==> config.mk <==
export PLATFORM = sky130hd
export DESIGN_NAME = dpt_host_ctrl
export DESIGN_NICKNAME = d
export VERILOG_FILES = /design/src/inc/dpt_pkg.sv /design/src/dpt_gap_ctr.sv /design/src/dpt_ck_div.sv /design/src/dpt_host_ctrl.sv
export SDC_FILE = /design/constraint.sdc
export NUM_CORES = 1
export LEC_CHECK = 0
export BUFFER_PORTS_ARGS = -buffer_cell sky130_fd_sc_hd__buf_2
export CAP_MARGIN = 30
export CORE_MARGIN = 2
export CORE_UTILIZATION = 40
export DETAILED_ROUTE_END_ITERATION = 10
export PLACE_DENSITY = 0.61
export SETUP_SLACK_MARGIN = 0.1
export SLEW_MARGIN = 30
export SYNTH_ARGS = -nofsm -noshare
export SYNTH_HDL_FRONTEND = slang
export SYNTH_SLANG_ARGS = --single-unit
==> constraint.sdc <==
create_clock -name clk -period 3.1 [get_ports clk]
set_input_delay 0 -clock clk [delete_from_list [all_inputs] [get_ports clk]]
set_output_delay 0 -clock clk [all_outputs]
set_load 0.01 [all_outputs]
==> src/inc/dpt_pkg.sv <==
`default_nettype none

package dpt_pkg;

    ////////////////////////////////////////////////////////////////////////////////
    // clocking: the memory clock is the system clock divided down
    localparam int CLK_PERIOD_PS = 25000;
    localparam int CK_DIV        = 2;
    localparam int TCK_PS        = CLK_PERIOD_PS * CK_DIV;
    localparam int CW            = 16;

    ////////////////////////////////////////////////////////////////////////////////
    // spacing figures in their own units
    localparam int TWR_PS          = 15000;
    localparam int WR_ROUND_CK     = (TWR_PS + TCK_PS - 1) / TCK_PS;
    localparam int BURST8_BASE_CK  = 4;
    localparam int CHOP4_BASE_CK   = 2;
    localparam int REFPD_CK        = 1;
    localparam int MOD_CK          = 12;
    localparam int TERM_SHORT_CK   = 4;
    localparam int TERM_LONG_CK    = 6;
    localparam int LVL_RISE_CK     = 40;
    localparam int LVL_DRIVE_CK    = 25;
    localparam int REFRESH_CYCLE_TIME_PS         = 110000;
    localparam int RFC_CYC         = (REFRESH_CYCLE_TIME_PS + CLK_PERIOD_PS - 1) / CLK_PERIOD_PS;
    localparam int REFRESH_AVG_INTERVAL_NORM_NS   = 7800;
    localparam int REFRESH_AVG_INTERVAL_EXT_NS    = 3900;
    localparam int REFI_NORM_CYC   = REFRESH_AVG_INTERVAL_NORM_NS * 1000 / CLK_PERIOD_PS;
    localparam int REFI_EXT_CYC    = REFRESH_AVG_INTERVAL_EXT_NS * 1000 / CLK_PERIOD_PS;

    ////////////////////////////////////////////////////////////////////////////////
    // spacing counter slots
    localparam int NCTR    = 9;
    localparam int C_WRPD  = 0;
    localparam int C_WRAPD = 1;
    localparam int C_REFPD = 2;
    localparam int C_MRSPD = 3;
    localparam int C_RFC   = 4;
    localparam int C_REFI  = 5;
    localparam int C_TERM  = 6;
    localparam int C_LVDRV = 7;
    localparam int C_LVRSE = 8;

    ////////////////////////////////////////////////////////////////////////////////
    // command pins and requests
    typedef struct packed {
        logic cs_n;
        logic ras_n;
        logic cas_n;
        logic we_n;
    } dpt_cmd_t;

    localparam dpt_cmd_t CMD_NOP = 4'h7;
    localparam dpt_cmd_t CMD_ACT = 4'h3;
    localparam dpt_cmd_t CMD_RD  = 4'h5;
    localparam dpt_cmd_t CMD_WR  = 4'h4;
    localparam dpt_cmd_t CMD_REF = 4'h1;
    localparam dpt_cmd_t CMD_MRS = 4'h0;

    typedef struct packed {
        logic     cke;
        dpt_cmd_t cmd;
        logic     a10;
        logic     a12;
        logic     odt;
    } dpt_dram_t;

    // cke low, nop, no auto-precharge, no chop, termination off
    localparam dpt_dram_t DRAM_RESET = 8'h3A;

    typedef enum logic [3:0] {
        RQ_NOP, RQ_ACT, RQ_RD, RQ_RDA, RQ_WR, RQ_WRA, RQ_REF,
        RQ_MRS, RQ_PDE, RQ_PDX, RQ_LVL, RQ_LVX
    } dpt_req_t;

endpackage : dpt_pkg

`default_nettype wire

==> src/dpt_gap_ctr.sv <==
`default_nettype none

module dpt_gap_ctr import dpt_pkg::*; #(
    parameter int W = 16
) (
    // clock and reset
    input  wire logic         clk,
    input  wire logic         rstn,
    input  wire logic         ce,
    // load and state
    input  wire logic         load,
    input  wire logic [W-1:0] load_val,
    output logic      [W-1:0] count,
    output logic              zero
);

    logic [W-1:0] next_count;

    ////////////////////////////////////////////////////////////////////////////////
    // load wins over the decrement so a fresh command always restarts the gap
    always_comb begin
        next_count = count;
        if (load) begin
            next_count = load_val;
        end else if (count != '0) begin
            next_count = count - W'(1);
        end
    end

    always_ff @(posedge clk) begin
        if (!rstn) begin
            count <= '0;
        end else if (ce) begin
            count <= next_count;
        end
    end

    assign zero = (count == '0);

endmodule : dpt_gap_ctr

`default_nettype wire

==> src/dpt_ck_div.sv <==
`default_nettype none

module dpt_ck_div import dpt_pkg::*; #(
    parameter int DIV = CK_DIV
) (
    // clock and reset
    input  wire logic clk,
    input  wire logic rstn,
    input  wire logic ce,
    // memory clock
    output logic      ck,
    output logic      tick
);

    localparam int HALF = DIV / 2;
    localparam int HW   = (HALF > 1) ? $clog2(HALF) : 1;

    logic [HW-1:0] cnt;
    logic [HW-1:0] next_cnt;
    logic          next_ck;
    logic          flip;

    ////////////////////////////////////////////////////////////////////////////////
    // even divider; tick marks the edge where ck falls, mid-way to the sampling rise
    always_comb begin
        flip     = (cnt == HW'(HALF - 1));
        next_cnt = flip ? '0 : cnt + HW'(1);
        next_ck  = flip ? !ck : ck;
        tick     = ce && flip && ck;
    end

    always_ff @(posedge clk) begin
        if (!rstn) begin
            cnt <= '0;
            ck  <= 1'b0;
        end else if (ce) begin
            cnt <= next_cnt;
            ck  <= next_ck;
        end
    end

endmodule : dpt_ck_div

`default_nettype wire

==> src/dpt_host_ctrl.sv <==
`default_nettype none

module dpt_host_ctrl import dpt_pkg::*; (
    // clock, reset, enable
    input  wire logic       clk,
    input  wire logic       rstn,
    input  wire logic       ce,
    // user requests and setup
    input  wire logic       req_valid,
    input  wire dpt_req_t   req_cmd,
    input  wire logic       req_chop_otf,
    input  wire logic       odt_req,
    input  wire logic       level_pulse,
    input  wire logic       ext_temp,
    input  wire logic [4:0] write_latency_clocks,
    input  wire logic [4:0] wr_prog,
    input  wire logic       chop4_fixed_setting,
    // user status
    output logic            req_ack,
    output logic            refresh_busy,
    output logic            level_seen,
    // memory pins
    output logic            dram_ck,
    output dpt_dram_t       dram,
    output logic            dqs_out,
    output logic            dqs_oe,
    input  wire logic       dll_locked,
    input  wire logic       dq_level
);

    typedef enum logic [1:0] {ST_RUN, ST_PD, ST_LEVEL} dpt_state_t;

    dpt_state_t     state;
    dpt_state_t     next_state;
    dpt_dram_t      next_dram;
    logic           next_ack;
    logic           next_dqs;
    logic           next_dqs_oe;
    logic           next_pend;
    logic           next_seen;
    logic           lvl_pend;
    logic           tick;
    logic [1:0]     dll_sync;
    logic [1:0]     dq_sync;
    logic           iss_wr;
    logic           iss_wra;
    logic           iss_ref;
    logic           iss_mrs;
    logic           iss_lvl;
    logic           iss_act;
    logic           iss_rd;
    logic           iss_pde;
    logic           long_wr;
    logic           term_want;
    logic           pd_ok;
    logic [CW-1:0]  cnt [NCTR];
    logic [NCTR-1:0] czero;
    logic [NCTR-1:0] cload;
    logic [CW-1:0]  cval [NCTR];
    logic [CW-1:0]  base_ck;

    // tCK count to clk cycles, minus one because the load edge itself counts
    function automatic logic [CW-1:0] ck2cyc(input logic [CW-1:0] n);
        ck2cyc = CW'(n * CW'(CK_DIV) - CW'(1));
    endfunction : ck2cyc

    ////////////////////////////////////////////////////////////////////////////////
    // memory clock made here; commands change as it falls
    dpt_ck_div #(.DIV(CK_DIV)) u_div (
        .clk  (clk),
        .rstn (rstn),
        .ce   (ce),
        .ck   (dram_ck),
        .tick (tick)
    );

    // pins from the memory cross two flops before anything looks at them
    always_ff @(posedge clk) begin
        if (!rstn) begin
            dll_sync <= 2'h0;
            dq_sync  <= 2'h0;
        end else if (ce) begin
            dll_sync <= {dll_sync[0], dll_locked};
            dq_sync  <= {dq_sync[0], dq_level};
        end
    end

    ////////////////////////////////////////////////////////////////////////////////
    // spacing counters, one per constraint
    generate
        for (genvar i = 0; i < NCTR; i++) begin : g_ctr
            dpt_gap_ctr #(.W(CW)) u_ctr (
                .clk      (clk),
                .rstn     (rstn),
                .ce       (ce),
                .load     (cload[i]),
                .load_val (cval[i]),
                .count    (cnt[i]),
                .zero     (czero[i])
            );
        end
    endgenerate

    // write gap base: chop fixed in the mode register shortens the burst by two
    assign base_ck = chop4_fixed_setting ? CW'(CHOP4_BASE_CK) : CW'(BURST8_BASE_CK);
    assign long_wr = !chop4_fixed_setting && !req_chop_otf;

    // counter loads and values
    always_comb begin
        cload          = '0;
        cload[C_WRPD]  = iss_wr;
        cload[C_WRAPD] = iss_wra;
        cload[C_REFPD] = iss_ref;
        cload[C_MRSPD] = iss_mrs;
        cload[C_RFC]   = iss_ref;
        cload[C_REFI]  = iss_ref;
        cload[C_TERM]  = tick && term_want && (!dram.odt || (iss_wr || iss_wra) && long_wr);
        cload[C_LVDRV] = iss_lvl;
        cload[C_LVRSE] = iss_lvl;
        cval[C_WRPD]   = ck2cyc(CW'(write_latency_clocks) + base_ck + CW'(WR_ROUND_CK));
        cval[C_WRAPD]  = ck2cyc(CW'(write_latency_clocks) + base_ck + CW'(wr_prog)
                                + CW'(1));
        cval[C_REFPD]  = ck2cyc(CW'(REFPD_CK));
        cval[C_MRSPD]  = ck2cyc(CW'(MOD_CK));
        cval[C_RFC]    = CW'(RFC_CYC - 1);
        cval[C_REFI]   = ext_temp ? CW'(REFI_EXT_CYC - 1) : CW'(REFI_NORM_CYC - 1);
        cval[C_TERM]   = ((iss_wr || iss_wra) && long_wr) ? ck2cyc(CW'(TERM_LONG_CK))
                                                          : ck2cyc(CW'(TERM_SHORT_CK));
        cval[C_LVDRV]  = ck2cyc(CW'(LVL_DRIVE_CK));
        cval[C_LVRSE]  = ck2cyc(CW'(LVL_RISE_CK));
    end

    ////////////////////////////////////////////////////////////////////////////////
    // command scheduler; in the run state a pending refresh outranks every user request
    assign pd_ok     = czero[C_WRPD] && czero[C_WRAPD] && czero[C_REFPD] && czero[C_MRSPD];
    assign term_want = odt_req && dll_sync[1];

    always_comb begin
        next_state = state;
        next_dram  = dram;
        next_ack   = 1'b0;
        iss_wr     = 1'b0;
        iss_wra    = 1'b0;
        iss_ref    = 1'b0;
        iss_mrs    = 1'b0;
        iss_lvl    = 1'b0;
        iss_act    = 1'b0;
        iss_rd     = 1'b0;
        iss_pde    = 1'b0;
        if (tick) begin
            next_dram.cmd = CMD_NOP;
            next_dram.a10 = 1'b0;
            next_dram.a12 = 1'b1;
            unique case (state)
                ST_PD: begin
                    // the part leaves power-down by itself whenever no refresh is due
                    if (!czero[C_REFI] || (req_valid && req_cmd == RQ_PDX)) begin
                        next_dram.cke = 1'b1;
                        next_state    = ST_RUN;
                        next_ack      = req_valid && req_cmd == RQ_PDX;
                    end
                end
                ST_LEVEL: begin
                    if (req_valid && req_cmd == RQ_LVX) begin
                        next_dram.cmd = CMD_MRS;
                        iss_mrs       = 1'b1;
                        next_ack      = 1'b1;
                        next_state    = ST_RUN;
                    end
                end
                ST_RUN: begin
                    if (czero[C_REFI]) begin
                        if (czero[C_RFC]) begin
                            next_dram.cmd = CMD_REF;
                            iss_ref       = 1'b1;
                        end
                    end else if (req_valid) begin
                        unique case (req_cmd)
                            RQ_NOP: next_ack = 1'b1;
                            RQ_ACT: iss_act = czero[C_RFC];
                            RQ_REF: iss_ref = czero[C_RFC];
                            RQ_RD, RQ_RDA: iss_rd = dll_sync[1];
                            RQ_WR: iss_wr = 1'b1;
                            RQ_WRA: iss_wra = 1'b1;
                            RQ_MRS, RQ_LVX: iss_mrs = 1'b1;
                            RQ_LVL: iss_lvl = 1'b1;
                            RQ_PDE: iss_pde = pd_ok;
                            RQ_PDX: next_ack = 1'b1;
                            // unused request codes are dropped without an ack
                            default: next_ack = 1'b0;
                        endcase
                        if (iss_act) next_dram.cmd = CMD_ACT;
                        if (iss_ref) next_dram.cmd = CMD_REF;
                        if (iss_rd) next_dram.cmd = CMD_RD;
                        if (iss_wr || iss_wra) next_dram.cmd = CMD_WR;
                        if (iss_mrs || iss_lvl) next_dram.cmd = CMD_MRS;
                        next_dram.a10 = iss_wra || (iss_rd && req_cmd == RQ_RDA);
                        next_dram.a12 = !req_chop_otf;
                        iss_mrs       = iss_mrs || iss_lvl;
                        if (iss_lvl) next_state = ST_LEVEL;
                        if (iss_pde) begin
                            next_dram.cke = 1'b0;
                            next_state    = ST_PD;
                        end
                        next_ack = next_ack || iss_act || iss_ref || iss_rd || iss_wr
                                   || iss_wra || iss_mrs || iss_pde;
                    end
                end
            endcase
            // termination stays up until its minimum hold has run out
            next_dram.odt = term_want || !czero[C_TERM] || cload[C_TERM];
        end
    end

    always_ff @(posedge clk) begin
        if (!rstn) begin
            state   <= ST_RUN;
            dram    <= DRAM_RESET;
            req_ack <= 1'b0;
        end else if (ce) begin
            state   <= next_state;
            dram    <= next_dram;
            req_ack <= next_ack;
        end
    end

    ////////////////////////////////////////////////////////////////////////////////
    // write leveling strobe; refreshes are held off while leveling is open
    always_comb begin
        next_pend   = lvl_pend;
        next_dqs    = dqs_out;
        next_dqs_oe = dqs_oe;
        next_seen   = level_seen;
        if (tick) begin
            next_dqs_oe = (state == ST_LEVEL) && czero[C_LVDRV];
            next_dqs    = (state == ST_LEVEL) && !dqs_out && lvl_pend && dqs_oe
                          && czero[C_LVRSE];
            if (dqs_out) next_seen = dq_sync[1];
            if (next_dqs) next_pend = 1'b0;
        end
        if (level_pulse) next_pend = 1'b1; // set beats clear
    end

    always_ff @(posedge clk) begin
        if (!rstn) begin
            lvl_pend     <= 1'b0;
            dqs_out      <= 1'b0;
            dqs_oe       <= 1'b0;
            level_seen   <= 1'b0;
            refresh_busy <= 1'b0;
        end else if (ce) begin
            lvl_pend     <= next_pend;
            dqs_out      <= next_dqs;
            dqs_oe       <= next_dqs_oe;
            level_seen   <= next_seen;
            refresh_busy <= czero[C_REFI];
        end
    end
endmodule : dpt_host_ctrl

`default_nettype wire

Word level (Yosys, flattened, before mapping):

Cells that the tools add are included.
Widths: inputs -> output; s select.

* output and inout bits: 14
* bits of input ports: 25
* bits in registers: 166
* word-level logic and storage cells: 274

* add/sub/neg operators: 16
* bitwise gates (word level): 1
* equal/unequal tests: 19
* multiplexer cells: 120
* reduce and logical (&&, ||, !) cells: 90

Operators by type and width (count)
* $mux 16: 18
* $sub 16x1->16 const B: 10
* $logic_not 16->1: 9
* $reduce_bool 16->1: 9
* $mux 1: 77
* $mux 4: 6
* $reduce_bool 2->1: 12
* $reduce_and 2->1: 11
* $logic_and 1x1->1: 18
* $eq 4x3->1 const B: 4
* $eq 4x4->1 const B: 4
* $mux 2: 8
* $add 15x1->15 const B: 1
* $logic_or 1x1->1: 15
* $reduce_and 7->1: 2
* $mux 3: 4
* $ne 2x2->1 const B: 5
* $sub 9x1->10 const B: 1
* $mux 9: 1
* $add 7x1->8 const B: 1
* $eq 4x2->1 const B: 2
* $pmux 4 s2: 1
* $add 6x5->7: 1
* $logic_not 1->1: 7
* 15 further kinds: 19

Longest topological paths before layout:

Gate-level depths: netlist of run 1.

* word-level depth: 18
* mapped depth: 13
* gate-level depth less buffers: 13

Cells and area by module:

Synthesis of run 1 repeated with hierarchy kept, for this count alone.

* cell total of the unflattened synthesis: 1586
* area total of the unflattened synthesis: 12364.4 µm²

By module, submodules not included
* dpt_gap_ctr: instances 9, seq. area each 320.3 µm², area each 1158.6 µm², cells each 149
* dpt_host_ctrl: instances 1, seq. area each 380.4 µm², area each 1894.3 µm², cells each 241
* dpt_ck_div: instances 1, seq. area each 20.0 µm², area each 42.5 µm², cells each 4

Worst setup path after synthesis of run 1:

Ideal clock, no wire load.

* path kind: input -> register
* start: input port write_latency_clocks[1]
* end: register g_ctr[1].u_ctr.count[14]
* cell stages on the path: 11
* data arrival time: 2.578 ns
* path slack: 0.450 ns
* library setup time: 0.072 ns
* data required time: 3.028 ns
* path through: ha_1 -> inv_1 -> fa_1 -> inv_1 -> ha_1 -> a21o_1 -> a21oi_1 -> xnor2_1 -> nor4_1 -> nand4b_1 -> a21oi_1

* cells in the longest elaborated chain, start to end: 5

Ends and longest elaborated chain
* start, declared: RTL line dpt_host_ctrl.sv:15 `input wire logic [4:0] write_latency_clocks,`
* $add 5x3->6: RTL line dpt_host_ctrl.sv:121 `cval[C_WRAPD] = ck2cyc(CW'(write_latency_clocks) + base_ck + CW'(wr_prog)`
* $add 6x5->7: RTL line dpt_host_ctrl.sv:121
* $add 7x1->8: RTL line dpt_host_ctrl.sv:122 `+ CW'(1));`
* $sub 9x1->10: RTL line dpt_host_ctrl.sv:64 `ck2cyc = CW'(n * CW'(CK_DIV) - CW'(1));`
* $mux 16: RTL line dpt_gap_ctr.sv:23 `if (load) begin`
* end signal, assigned: RTL line dpt_gap_ctr.sv:34 `count <= next_count;`
* end, declared: RTL line dpt_gap_ctr.sv:13 `output logic [W-1:0] count,`

No other way between the ends.
A chain may end at the register's enable or synchronous reset.

Worst setup path after layout of run 1:

* start: register g_ctr[5].u_ctr.count[6]
* end: register g_ctr[2].u_ctr.count[10]

* cells in the longest elaborated chain, start to end: 6

Ends and longest elaborated chain
* start, declared: RTL line dpt_gap_ctr.sv:13
* start signal, assigned: RTL line dpt_gap_ctr.sv:34
* $logic_not 16->1 *: RTL line dpt_gap_ctr.sv:38 `assign zero = (count == '0);`
* $mux 1 *: RTL line dpt_host_ctrl.sv:172 `if (czero[C_REFI]) begin`
* $mux 1 *: RTL line dpt_host_ctrl.sv:154 `unique case (state)`
* $mux 1 *: RTL line dpt_host_ctrl.sv:150 `if (tick) begin`
* $reduce_bool 2->1 (no line)
* $reduce_and 2->1 (no line)
* end signal, assigned: RTL line dpt_gap_ctr.sv:34
* end, declared: RTL line dpt_gap_ctr.sv:13

Every way passes the cells marked *; elsewhere a longest branch is shown, timed or not.

==> results of run 1 <==
## final timing paths
check | end | cells after the start
worst max-delay path | g_ctr[2].u_ctr.count[10] | 6
worst min-delay path | dram[2] | 3
worst max register to register | g_ctr[2].u_ctr.count[10] | 6
worst min register to register | level_seen | 2
## power groups by stage
stage               clock [mW]  combinational, mW  sequential, mW
floorplan                    0               4.90            3.43
global placement             0               6.02            3.58
detailed placement           0               6.09            3.59
CTS                       2.10               6.14            3.56
global route              2.17               7.00            3.69
finish                    2.04               6.14            3.57
## routing by layer
| layer | GRT usage | share of wire | vias to the layer above |
|---|---|---|---|
| met1 | 0.262 | 0.50 | 3916 |
| li1 | - | - | 4312 |
| met3 | 0.0294 | 0.031 | 24 |
| met4 | 0.0546 | 0.015 | 0 |
| met2 | 0.310 | 0.45 | 121 |
| met5 | 0 | 0 | - |
## cells in the mapped netlist, types with 6 or more instances
master,number,area share
nand2_1,77,0.031
o21ai_0,50,0.027
o211ai_1,12,0.0097
buf_2,6,0.0032
or4_1,38,0.031
nor3_1,47,0.025
nand3_1,35,0.019
or2_2,13,0.0087
nor4_1,33,0.022
o31ai_1,14,0.011
nor2b_1,19,0.013
nand4_1,15,0.010
nand3b_1,11,0.0089
xnor2_1,50,0.047
nor2_1,126,0.051
dfxtp_1,164,0.35
o21a_1,7,0.0056
a31oi_1,6,0.0040
xor2_1,41,0.039
a21oi_1,98,0.053
mux2i_1,7,0.0075
a211oi_1,12,0.0097
or3_1,44,0.030
inv_1,39,0.016
nand2b_1,7,0.0047
clkbuf_1,45,0.018
ha_1,22,0.030
## worst max-delay path, stage by stage, from the launching register on
cell     delay [ns]
dfxtp_1        0.35
or4_1          0.71
nor3_4         0.37
a21o_4         0.24
a31oi_4        0.21
or4_1          0.55
a21oi_1        0.16
## cells in the final DEF (no fill, tap or decap), types with 14 or more instances in the layout
| cell type | synthesis | layout |
|---|---|---|
| inv_1 | 39 | 38 |
| nand3_1 | 35 | 35 |
| nor4_1 | 33 | 33 |
| dfxtp_1 | 164 | 164 |
| nand2_1 | 77 | 77 |
| nand4_1 | 15 | 15 |
| or4_1 | 38 | 38 |
| xnor2_1 | 50 | 50 |
| nor3_1 | 47 | 47 |
| a21oi_1 | 98 | 97 |
| xor2_1 | 41 | 41 |
| or3_1 | 44 | 44 |
| buf_2 | 6 | 37 |
| nor2_1 | 126 | 126 |
| buf_4 | 2 | 32 |
| ha_1 | 22 | 22 |
| o21ai_0 | 50 | 50 |
| clkbuf_16 | 0 | 17 |
| nor2b_1 | 19 | 19 |
| o31ai_1 | 14 | 14 |
## cells by family (layout without fill, tap and decap cells)
group / Yosys count / after routing
AND/OR/NAND/NOR: 511 / 511
AO/OA/AOI/OAI: 261 / 261
flip-flops: 164 / 164
buffers and inverters: 94 / 148
XOR/XNOR: 91 / 91
adder cells (fa/ha/maj): 24 / 24
multiplexers: 8 / 8
other: 2 / 2
## layout make-up
cell class              count  area (µm²)
multi-input cells         897        5670
inverters                  39         146
clock buffers              22         474
fillers                  2232       12200
well taps                 313         392
repair buffers             78         515
clock inverters             9        93.8
flip-flops and latches    164        3280
## registers in the layout (all words and copies together) (netlist names)
name	count
lvl_pend	1
dram	7
refresh_busy	1
dqs_oe	1
dq_sync	2
u_div.ck	1
level_seen	1
req_ack	1
state	2
g_ctr.u_ctr.count	144
dqs_out	1
dll_sync	2
## stage by stage
step                setup WS [ns]  utilization
floorplan                   0.450            -
global placement            0.296        0.435
detailed placement          0.221        0.435
CTS                         0.450        0.464
global route                0.305        0.464
finish                      0.438        0.464
## timing repair
item                       4_1_cts  5_1_grt
setup endpoints to repair        0        0
hold endpoints to repair        13        0
hold buffers                     9        0
buffers inserted                 0        0
==> reports/summary.txt, run 1 <==
chip height - 157 µm
cell count after synthesis - 1,155
Synth Area in Compound Gates - 0.180
DR vias/cell - 5.50
port bufs - 37
Yosys warning total - 0
sequential share of power - 0.304
worst-skew pair later-pin latency - 0.42 ns
vias in the first global route - 7,883
Yosys reg bits - 164
grt ovf - 0
mux cell area share after synthesis - 0.00873
DR vias - 8,373
WP data arrival - 3.01 ns
switching share of total power - 0.433
IO Pins - 39
# setup viols final - 0
max_cap viols - 0
total power - 11.8 mW
Comb power frac - 0.522
cts repair resizes - 0
adder-cell share of the synthesized area - 0.0338
Worst Path Required - 3.45 ns
Finished Cell Area - 10,600 µm²
main combinational cell family by area after synthesis - simple AND/OR/NAND/NOR gates
period utilization - 0.859
TNS Setup - 0 ns
largest net degree at the start of global routing - 46
crit path capture type - register
Hold Path Class - input pin to register
Post-DP Area - 9910 µm²
Clock power frac - 0.174
Post-Synth XOR/XNOR Area - 0.0856
Post-Layout Cell Count - 1,522
Net Count, Synth - 1,204
CP startpoint kind - register
pwr/cell area - 1110 nW/µm²
Yosys cell types - 85
initial antenna violation count - 1
critical path fanouts, max - 19
Clock Sinks - 164
Worst Skew - 0.0107 ns
drt pass-1 iters - 5
post-route DRC violation count - 0
Final GP Congestion - 0.858
status - finished, final reports clean
maximum root-to-sink buffer count - 2
unrepaired setup endpoints after global routing - false
Synth Area in Simple Gates - 0.299
row cnt - 55
CP Class - register to register
Post-synth EDFFs - 0
Peak VDD IR - 0.384 mV
worst relative slew slack - 0.395
Clk pin slew, worst setup/hold paths - 0.06 ns
prevailing post-synth register cell - dfxtp_1
hold path startpoint - req_cmd[3]
post-synthesis sequential area ratio - 0.352
die area - 24,500 µm²
CTS Root Cell - clkbuf_16
Post-Synthesis Cell Area - 9320 µm²
Leak - 4.05 nW
Critical Path Start - g_ctr[5].u_ctr.count[6]
Routed WL per cell - 14.8 µm
NumNets Final - 1,246
# diodes - 0
antenna-violating nets left - 0
Pins Over Slew Limit - 0
P&R area growth vs syn - 13.5%
Initial Util - 0.409
placed cell count - 1,482
DRT Wirelength - 22,500 µm
die width - 157 µm
FMAX - 376 MHz
share of layout cells above drive strength 1 - 0.108
Slew @ Worst Pin - 0.900 ns
CTS tree - yes
Tmin final - 2.66 ns
H-tree depth - 4
worst hold margin - 0.0395 ns
Worst R2R Setup Slack - 0.44 ns
Total Routing Usage GR - 0.191
TritonCTS Buffers - 17
Int Pwr - 6.67 mW
core area - 22,800 µm²
synthesized area per cell - 8.07 µm²
Starting DRT DRC Count - 477
first-pass GRT wire length - 38,400 µm
dpl hpwl - 15,900 µm
asr flop ratio synth - 0
final count of hold timing violations - 0
reg-to-reg startpoint - g_ctr[5].u_ctr.count[6]
Psw - 5.09 mW
No activity file was read; power rests on OpenSTA's default activity.
==> inputs of run 2 (changes only) <==
--- a/config.mk
+++ b/config.mk
@@ -10,7 +10,9 @@
 export CORE_MARGIN = 2
 export CORE_UTILIZATION = 40
 export DETAILED_ROUTE_END_ITERATION = 10
+export GPL_TIMING_DRIVEN = 0
 export PLACE_DENSITY = 0.61
+export RECOVER_POWER = 100
 export SETUP_SLACK_MARGIN = 0.1
 export SLEW_MARGIN = 30
 export SYNTH_ARGS = -nofsm -noshare
==> reports/summary.txt, run 2 (same netlist as run 1, synthesis figures left out) <==
maximum root-to-sink buffer count - 2 (unchanged)
FMAX - 348 MHz (-7.4%)
Peak VDD IR - 0.409 mV (+6.4%)
WP data arrival - 3.22 ns (+0.21 ns)
largest net degree at the start of global routing - 19 (-59%)
TritonCTS Buffers - 17 (unchanged)
Worst Path Required - 3.45 ns (about the same)
Slew @ Worst Pin - 0.920 ns (+0.0206 ns)
Starting DRT DRC Count - 659 (+38%)
delay-heaviest family, CP - buffers and inverters
DRT Wirelength - 24,800 µm (+9.8%)
row cnt - 55 (unchanged)
first-pass GRT wire length - 40,500 µm (+5.3%)
Final GP Congestion - 0.875 (+1.9%)
max_cap viols - 0 (unchanged)
Leak - 3.97 nW (-1.9%)
worst hold margin - 0.0906 ns (+0.0511 ns)
dpl hpwl - 17,500 µm (+10%)
worst path cell trace - clkbuf_1, clkbuf_1, clkbuf_1, clkbuf_1, clkbuf_1, nand2_1, o21ai_0
final count of hold timing violations - 0 (unchanged)
initial antenna violation count - 0 (-1)
grt ovf - 0 (unchanged)
status - finished, final reports clean
reg-to-reg startpoint - g_ctr[3].u_ctr.count[0]
pwr/cell area - 1120 nW/µm² (+0.74%)
Post-DP Area - 9890 µm² (-0.25%)
Worst Path Buf+Inv - 5 (+5)
H-tree depth - 4 (unchanged)
total power - 11.9 mW (+0.97%)
CP startpoint kind - input pin
Finished Cell Area - 10,600 µm² (+0.23%)
hold path startpoint - req_valid
Worst Skew - 0.0160 ns (+0.00536 ns)
period utilization - 0.927 (+0.0684)
cell mode on critical path - clkbuf_1
critical path fanouts, max - 10 (-9)
Worst R2R Setup Slack - 0.24 ns (-0.20 ns)
Clock Sinks - 164 (unchanged)
Crit-path slowest cell - clkbuf_1
post-route DRC violation count - 0 (unchanged)
DR vias/cell - 5.57 (+1.3%)
worst relative slew slack - 0.381 (-0.0133)
R2R cell count - 10 (+4)
Worst R2R End - g_ctr[3].u_ctr.count[15]
IO Pins - 39 (unchanged)
CTS tree - yes
commonest cells after routing, fill and taps aside - dfxtp_1, nor2_1, a21oi_1, nand2_1, clkbuf_1
# diodes - 0 (unchanged)
die area - 24,500 µm² (unchanged)
vias in the first global route - 7,927 (+0.56%)
antenna-violating nets left - 0 (unchanged)
crit path capture type - register
port bufs - 36 (-2.7%)
Worst path max stage delay - 0.69 ns (-0.02 ns)
commonest non-fill, non-tap cell in the layout - dfxtp_1
NumNets Final - 1,273 (+2.2%)
Largest register FFs - 144 (unchanged)
P&R area growth vs syn - 13.7%
Pins Over Slew Limit - 0 (unchanged)
# setup viols final - 0 (unchanged)
Post-Layout Cell Count - 1,550 (+1.8%)
core area - 22,800 µm² (unchanged)
Initial Util - 0.409 (unchanged)
share of layout cells above drive strength 1 - 0.0792 (-0.0291)
Total Routing Usage GR - 0.205 (+0.0147)
Routed WL per cell - 16.0 µm (+7.8%)
largest registers - g_ctr.u_ctr.count (144), dram (7)
hold path cells - 3 (unchanged)
drt pass-1 iters - 5 (unchanged)
chip height - 157 µm (unchanged)
die width - 157 µm (unchanged)
DR vias - 8,641 (+3.2%)
worst-skew pair later-pin latency - 0.43 ns (about the same)
Reg with most FFs - g_ctr.u_ctr.count
Hold Path Class - input pin to register
CTS Root Cell - clkbuf_16
Tmin final - 2.87 ns (+0.212 ns)
worst hold endpoint - state[0]
unrepaired setup endpoints after global routing - false
CP Class - input pin to register
Clk pin slew, worst setup/hold paths - 0.07 ns (about the same)
placed cell count - 1,504 (+1.5%)
run 2: worst max-delay path by stage:
stage | start | endpoint | cells past startpoint
finish | ce | g_ctr[0].u_ctr.count[11] | 7
global route | g_ctr[3].u_ctr.count[0] | g_ctr[3].u_ctr.count[11] | 10
CTS | g_ctr[5].u_ctr.count[0] | g_ctr[3].u_ctr.count[8] | 8
detailed placement | chop4_fixed_setting | g_ctr[1].u_ctr.count[14] | 13
global placement | chop4_fixed_setting | g_ctr[1].u_ctr.count[14] | 13
floorplan | write_latency_clocks[1] | g_ctr[1].u_ctr.count[14] | 11
run 2: area by class of cell:
| cell class | count | area (µm²) |
|---|---|---|
| flip-flops and latches | 164 | 3280 |
| well taps | 313 | 392 |
| fillers | 2262 | 12200 |
| clock inverters | 15 | 153 |
| repair buffers | 50 | 279 |
| inverters | 39 | 146 |
| plain buffers | 55 | 228 |
| multi-input cells | 897 | 5690 |
| clock buffers | 17 | 425 |
run 2: routing by layer:
metal | track usage | vias up | share of wire
met1 | 0.290 | 4054 | 0.51
met2 | 0.320 | 185 | 0.44
met3 | 0.0357 | 34 | 0.039
li1 | - | 4368 | -
met4 | 0.0633 | 0 | 0.019
met5 | 0 | - | 0
run 2: power breakdown:
part           internal (mW)  total, mW  switching, mW
clock                   1.08       2.07          0.994
combinational           2.59       6.21           3.62
sequential              2.85       3.59          0.743
total                   6.52       11.9           5.35
run 2: per-stage QoR:
step / worst slack, ns / util / TNS (ns)
floorplan: 0.450 / - / 0
global placement: -0.376 / 0.434 / -2.22
detailed placement: -0.425 / 0.434 / -2.61
CTS: 0.173 / 0.464 / 0
global route: 0.0921 / 0.465 / 0
finish: 0.226 / 0.465 / 0
run 2: repair_timing:
item | in CTS | in global routing
resized for setup | 1 | 3
pin swaps | 0 | 3
setup endpoints to repair | 6 | 45
setup buffers | 0 | 5
hold endpoints to repair | 13 | 0
hold buffers | 9 | 0
run 2: tightest hold or removal path: stages:
cell      delay [ns]
clkbuf_1        0.21
nand4_1         0.18
a21oi_1         0.08
